### config.mk
export PLATFORM = sky130hd
export DESIGN_NAME = rpd_reset_power_down
export DESIGN_NICKNAME = d
export VERILOG_FILES = /design/src/rtl/rpd_pkg.sv /design/src/rtl/rpd_reset_power_down.sv /design/src/rtl/rpd_settle_timer.sv
export SDC_FILE = /design/constraint.sdc
export NUM_CORES = 1
export LEC_CHECK = 0
export CORE_ASPECT_RATIO = 1.75
export CORE_MARGIN = 4
export CORE_UTILIZATION = 54
export CTS_CLUSTER_DIAMETER = 30
export DETAILED_ROUTE_END_ITERATION = 7
export DONT_BUFFER_PORTS = 1
export GPL_ROUTABILITY_DRIVEN = 0
export GPL_TIMING_DRIVEN = 0
export PLACE_DENSITY = 0.8
export SYNTH_ARGS = -nofsm -noshare
export SYNTH_HDL_FRONTEND = slang
export SYNTH_HIERARCHICAL = 1
export SYNTH_SLANG_ARGS = --single-unit
### constraint.sdc
create_clock -name sys_clk -period 1.4 [get_ports sys_clk]
set_input_delay 0.07 -clock sys_clk [delete_from_list [all_inputs] [get_ports sys_clk]]
set_output_delay 0.07 -clock sys_clk [all_outputs]
set_load 0.02 [all_outputs]
### src/rtl/rpd_pkg.sv
package rpd_pkg;
	// ==================================================================
	// Widths
	localparam int DATA_W = 4;
	localparam int SEL_W = 4;
	localparam int RATE_W = 2;
	localparam int BITLEN_W = 1;

	// ==================================================================
	// Clock and timing
	localparam int CLK_PERIOD_NS = 10;
	localparam int OSC_SETTLE_US = 10;
	localparam int OSC_SETTLE_CYC = (OSC_SETTLE_US * 1000 + CLK_PERIOD_NS - 1)
		/ CLK_PERIOD_NS;

	// ==================================================================
	// Reset values
	localparam logic [SEL_W-1:0] SEL_IDLE = 4'hF;
	localparam logic [RATE_W-1:0] RATE_RST = 2'h3;
	localparam logic [BITLEN_W-1:0] BITLEN_RST = 1'h0;

	// ==================================================================
	// Types
	typedef enum logic [1:0] {
		RPD_IDLE,
		RPD_RECORD,
		RPD_PLAY
	} rpd_op_t;

	typedef struct packed {
		logic [RATE_W-1:0] sampleRate;
		logic [BITLEN_W-1:0] bitLength;
	} rpd_setting_t;

	typedef struct packed {
		logic [DATA_W-1:0] dataOut;
		logic [DATA_W-1:0] dataOe;
		logic [SEL_W-1:0] memorySelectN;
	} rpd_pins_t;
endpackage

### src/rtl/rpd_reset_power_down.sv
`timescale 1ns/1ps
// Function
// - Reset pin low halts oscillator and enters minimum-power power-down.
// - Entering power down initialises control logic at once.
// - Rate and bit-length settings survive reset; memories untouched.
// - Reset during record or playback stops operation immediately.
// - All internal operation halts while powered down.
// - Data bus lines float during power down, whatever strobes do.
// - All four memory selects driven high during power down.
module rpd_reset_power_down
	import rpd_pkg::*;
#(
	parameter int SETTLE_CYC = OSC_SETTLE_CYC
)(
	input wire logic sys_clk,
	input wire logic rst,
	input wire logic resetPin_n,
	input wire logic oscillator_input,
	input wire logic readStrobe_n,
	input wire logic chipEnable_n,
	input wire logic cmdValid,
	input wire logic [1:0] cmdOp,
	input wire logic settingWrite,
	input wire rpd_setting_t settingIn,
	input wire logic [DATA_W-1:0] readData,
	input wire logic [SEL_W-1:0] memorySelectReq_n,
	output logic powerDown,
	output logic oscEnable,
	output logic cmdReady,
	output rpd_op_t opState,
	output rpd_setting_t setting,
	output rpd_pins_t pins
);
	// ==================================================================
	// Pin synchronisers
	logic rstMeta, rstSync_n, rdMeta, rdSync_n, ceMeta, ceSync_n;
	logic oscMeta, oscSync;
	logic settled;

	// Two-stage sync of all pin inputs
	always_ff @(posedge sys_clk or posedge rst)
	begin
		if (rst)
		begin
			rstMeta <= 1'b0;
			rstSync_n <= 1'b0;
			rdMeta <= 1'b1;
			rdSync_n <= 1'b1;
			ceMeta <= 1'b1;
			ceSync_n <= 1'b1;
			oscMeta <= 1'b0;
			oscSync <= 1'b0;
		end
		else
		begin
			rstMeta <= resetPin_n;
			rstSync_n <= rstMeta;
			rdMeta <= readStrobe_n;
			rdSync_n <= rdMeta;
			ceMeta <= chipEnable_n;
			ceSync_n <= ceMeta;
			oscMeta <= oscillator_input;
			oscSync <= oscMeta;
		end
	end

	// ==================================================================
	// Power-down state and oscillator control
	always_ff @(posedge sys_clk or posedge rst)
	begin
		if (rst)
		begin
			powerDown <= 1'b1;
			oscEnable <= 1'b0;
		end
		else
		begin
			powerDown <= !rstSync_n;
			oscEnable <= rstSync_n;
		end
	end

	// Settle timer holds off commands after oscillator restart
	rpd_settle_timer #(
		.SETTLE_CYC(SETTLE_CYC)
	) u_settle (
		.sys_clk(sys_clk),
		.rst(rst),
		.powerDown(powerDown),
		.settled(settled)
	);

	// Command acceptance only when powered up and settled
	always_ff @(posedge sys_clk or posedge rst)
	begin
		if (rst)
			cmdReady <= 1'b0;
		else
			cmdReady <= settled && !powerDown && rstSync_n;
	end

	// ==================================================================
	// Control state: cleared on power down, abandons any operation
	always_ff @(posedge sys_clk or posedge rst)
	begin
		if (rst)
			opState <= RPD_IDLE;
		else if (powerDown || !rstSync_n)
			opState <= RPD_IDLE;
		else if (cmdValid && cmdReady)
		begin
			case (cmdOp)
				2'h1: opState <= RPD_RECORD;
				2'h2: opState <= RPD_PLAY;
				default: opState <= RPD_IDLE;
			endcase
		end
	end

	// ==================================================================
	// Settings: only rst (power-on) clears them, reset pin does not
	always_ff @(posedge sys_clk or posedge rst)
	begin
		if (rst)
		begin
			setting.sampleRate <= RATE_RST;
			setting.bitLength <= BITLEN_RST;
		end
		else if (settingWrite && cmdReady && !powerDown)
			setting <= settingIn;
	end

	// ==================================================================
	// Pin drive: float bus and deselect memories in power down
	always_ff @(posedge sys_clk or posedge rst)
	begin
		if (rst)
		begin
			pins.dataOut <= '0;
			pins.dataOe <= '0;
			pins.memorySelectN <= SEL_IDLE;
		end
		else if (powerDown || !rstSync_n)
		begin
			pins.dataOut <= '0;
			pins.dataOe <= '0;
			pins.memorySelectN <= SEL_IDLE;
		end
		else
		begin
			pins.dataOut <= readData;
			pins.dataOe <= {DATA_W{!rdSync_n && !ceSync_n}};
			pins.memorySelectN <= (opState == RPD_IDLE) ? SEL_IDLE
				: memorySelectReq_n;
		end
	end
endmodule

### src/rtl/rpd_settle_timer.sv
`timescale 1ns/1ps
// ======================================================================
// Oscillator settle timer: counts cycles after power-down ends
module rpd_settle_timer
	import rpd_pkg::*;
#(
	parameter int SETTLE_CYC = OSC_SETTLE_CYC
)(
	input wire logic sys_clk,
	input wire logic rst,
	input wire logic powerDown,
	output logic settled
);
	localparam int CW = $clog2(SETTLE_CYC + 1);
	logic [CW-1:0] count;

	// Restart the count on every power-down, hold once reached
	always_ff @(posedge sys_clk or posedge rst)
	begin
		if (rst)
		begin
			count <= '0;
			settled <= 1'b0;
		end
		else if (powerDown)
		begin
			count <= '0;
			settled <= 1'b0;
		end
		else if (count == CW'(SETTLE_CYC - 1))
			settled <= 1'b1;
		else
			count <= count + CW'(1);
	end
endmodule

After elaboration in Yosys (flattened, before gate mapping):

Cells that the tools add are included.

* flip-flop bits (word level): 37
* input port bits: 21
* output and inout port bits: 20

* add/sub/neg operators: 1
* equality and inequality tests: 4
* multiplexer cells: 9
* reductions and logical operators: 14

Operator list (number)
* two-way mux 10 bit: 2
* two-way mux 12 bit: 1
* adder 10 x 1 -> 10 bit (second input constant): 1
* equality test 10 bit (second input constant): 1
* logical AND 1 bit: 6
* zero test 1 bit: 4
* two-way mux 2 bit: 2
* two-way mux 4 bit: 1
* case mux 2 bit (2 select lines): 1
* nonzero test 2 bit: 2
* equality test 2 x 1 -> 1 bit (second input constant): 1
* equality test 2 bit (second input constant): 1
* zero test 2 bit: 1
* two-way mux 1 bit: 2
* inequality test 2 bit (second input constant): 1
* logical OR 1 bit: 1

Logic depth before layout (Yosys ltp):

* depth after elaboration: 4
* depth in mapped cells: 4

Cells and area by module:

Netlist, hierarchy kept.

Modules (own cells, without submodules)
* rpd_reset_power_down: instances 1, cells an instance 52, area each 800.8 sq um, seq. area each 589.3 sq um
* rpd_settle_timer: instances 1, cells an instance 57, area each 571.8 sq um, seq. area each 275.3 sq um

Worst setup path before layout:

OpenSTA, ideal clock, no wires.

* path type: register to register
* from: register u_settle.count[3]
* to: register u_settle.count[0]
* library setup time: 0.128 ns
* data arrival time: 1.335 ns
* path slack: -0.062 ns
* stages on the path, launching flop included: 4
* path buffers: 0
* period minus slack after synthesis: 1.462 ns
* path through: dfrtp_1 -> or3b_4 -> nor3_2 -> mux2_1

* longest elaborated chain between the ends: 2

Ends and longest elaborated chain
* start, declared: line rpd_settle_timer.sv:15 `logic [CW-1:0] count;`
* start signal, assigned: line rpd_settle_timer.sv:33 `count <= count + CW'(1);`
* equality test 10 bit: line rpd_settle_timer.sv:30 `else if (count == CW'(SETTLE_CYC - 1))`
* inequality test 2 bit (no source line)

Every way passes these cells.
A chain may end at the register's enable or synchronous reset.

Final worst setup path:

Ends and elaborated chain as after synthesis.

==> key figures <==
Finish
  – Layout cells sized above 1: 0.350
  – Layout fillers: 138
  – Area Growth Syn to Fin: 31.2%
  – Antenna Cells: 0
  – NumNets Final: 164
  – Final core occ: 0.763

Worst hold path
  – Worst Hold Depth: 2
  – Hold crit path type: in -> reg
  – Endpoint, Worst Hold: setting[0]
  – HP Start: settingWrite

Outcome
  – Failing checks: setup timing
  – Status: complete, but fails checks

Route
  – Iter 0 DRT Violations: 28
  – Via count: slightly below 1000
  – Final ANT Viol Nets: 0
  – DR DRC count: 0
  – Vias per cell: approximately 5.8
  – Final wirelength: 2920 um
  – Routed length per instance: 17.4 um
  – Pre-antenna DRT Iters: 4

Critical path
  – Largest fanout on the critical path: 2
  – WP data required: 1.57 ns
  – Setup CP Type: reg -> reg
  – Crit path from: u_settle/count[3]
  – Worst reg-to-reg path cell count: 3
  – R2r setup slk: -0.04 ns
  – Crit. End Element: register
  – RR Startpoint: u_settle/count[3]
  – CP arrival: 1.62 ns
  – Reg-to-reg endpoint: u_settle/count[0]
  – Startpoint Class: register

Yosys
  – Cell with the most instances after synthesis: dfrtp_1
  – Mapped cell area: 0.00137 sq mm
  – #FFs+latches synth: 34
  – Number of synthesized flops with an enable pin: 0
  – Yosys synthesis warning count: 6
  – Cells after synthesis: 109
  – Area share of the largest cell type after synthesis: 0.419
  – Syn avg cell area: 12.6 sq um
  – Ys async rst share: 1.00
  – Post-synth top cells: dfrtp_1, dfstp_2, a21oi_1
  – Synth cell types: 33
  – Post-synth top area cell: dfrtp_1
  – Primary FF master, synth: dfrtp_1
  – Sequential fraction of the synthesis area: 0.630
  – Synth area leaders: dfrtp_1, dfstp_2, mux2_1
  – Synth Net Count: 131

Placement
  – Detailed placer's ending HPWL: 1810 um
  – Port Buf Inserts: 0

Timing
  – Setup WS post-layout: -0.0448 ns
  – Final setup viols: 1
  – Min Tclk post-route: 1.44 ns
  – Hold_ws: 0.0663 ns
  – Final Max Tran Viols: 0
  – Worst-margin pin slew: 0.826 ns
  – Clk_skew: 0.00800 ns
  – Setup TNS: -0.0448 ns
  – Maximum clock frequency: 692 MHz
  – Unrepaired setup endpoints after global routing: yes
  – Post-route clock period utilization: 1.03
  – Slew headroom: 0.449
  – Hold Vio Cnt, Final: 0

Clock network
  – Root buf cell: clkbuf_8
  – CTS tree: yes
  – Clk buf depth: 2
  – Clock transition at path regs: 0.07 ns
  – Clock Latency Late Sink: 0.29 ns
  – H-Tree Level Count: 2
  – Inserted Clock Buffers: 5
  – Sinks on the clock net: 34

Pwr
  – PD cells: 1060 mW/mm^2
  – Leakage: 0.784 nW
  – Peak supply drop: 1100 uV

Die
  – # IOs: 41
  – Row count: 23
  – Starting Density: 0.582
  – Die H: 74.7 um
  – Die Width: 46.1 um
  – Core area: 0.00236 sq mm
  – Die area: around 0.0034 sq mm

GRT
  – Total GRT Usage: 0.187
  – Initial antenna violation count: 0
  – Global-route wire length before repair: around 4500 um
  – Via count of the first global-routing pass: 1001
  – Pin count of the biggest net entering global routing: 24
  – GRT overflow: 0

Run
  – MaxCap Viol Count: 0
timing repair:
action                                  CTS  global route
endpoints found under the hold margin    39             0
pin swaps                                 2             2
endpoints found under the setup margin    3             7
hold buffers                             18             0
gates resized for setup                   6            10
buffers inserted                          4             4
gates cloned                              0             0
cell type report:
type                    instances  area, sq um  share of cell area
flip-flops and latches         34          871               0.484
multi-input cells              65          507               0.281
repair buffers                 26          244               0.136
clock buffers                   6         82.6              0.0459
plain buffers                   5         33.8              0.0188
well taps                      25         31.3              0.0174
inverters                       5         18.8              0.0104
clock inverters                 2         12.5             0.00695
worst max-delay path, cell delays in order, from the launching register on:
cell	delay (ns)
dfrtp_1	0.40
or3b_4	0.41
nor3_4	0.20
mux2_4	0.32
report_power, final:
part / leakage, nW / internal, mW / switching, mW
sequential: 0.417 / 1.01 / 0.0329
clock: 0.0472 / 0.394 / 0.338
combinational: 0.320 / 0.0709 / 0.0555
layout by cell type (no fill, tap or decap), types with 3 or more instances in the layout:
cell           synthesis  final
dfrtp_2                0      5
o21ai_0                3      3
dfstp_2               11     11
nand2_1                3      3
mux2_1                 4      3
dfrtp_1               23     18
clkbuf_8               0      6
or3_1                  4      4
nand2b_1               3      3
nand3b_1               5      5
dlygate4sd3_1          0     18
nor2_1                 3      3
buf_4                  3     10
a21oi_1                7      6
inv_1                  5      5
and2_1                 5      5
metrics by stage:
stage / instance area, sq um / cells / total power [mW] / worst slack, ns
floorplan: 1380 / 109 / 1.11 / -0.0337
global placement: 1410 / 134 / 1.12 / -0.109
detailed placement: 1410 / 134 / 1.12 / -0.145
CTS: 1730 / 164 / 1.90 / -0.0610
global route: 1800 / 168 / 1.99 / -0.0811
finish: 1800 / 168 / 1.91 / -0.0448
sequential cells by signal, summed over array words and instances, names as in the netlist:
register / flops
setting: 3
rstSync_n: 1
rdSync_n: 1
ceSync_n: 1
rdMeta: 1
ceMeta: 1
oscEnable: 1
u_settle/settled: 1
pins: 9
powerDown: 1
cmdReady: 1
opState: 2
rstMeta: 1
u_settle/count: 10
metal layers:
metal	track usage	routed length, um	up-vias
li1	-	-	439
met1	0.190	1020	471
met2	0.316	1600	46
met3	0.0694	201	11
met4	0.104	91	0
met5	0	0	-
worst max path at each step:
stage                         to  slack, ns  cells past startpoint
2_1_floorplan  u_settle/count[0]      -0.03                      3
3_3_place_gp   u_settle/count[0]      -0.11                      3
3_5_place_dp   u_settle/count[0]      -0.15                      3
4_1_cts        u_settle/count[0]      -0.06                      3
5_1_grt        u_settle/count[1]      -0.08                      4
6_report       u_settle/count[0]      -0.04                      3
cells by family after synthesis:
| logic type | after synthesis | share of synthesized area |
|---|---|---|
| fa+ha+maj | 1 | 0.00911 |
| buf+inv | 10 | 0.0356 |
| compound gates | 17 | 0.0802 |
| xor+xnor | 1 | 0.00638 |
| mux | 5 | 0.0401 |
| flops | 34 | 0.630 |
| simple gates | 41 | 0.199 |
No activity file was read; power rests on OpenSTA's default activity.
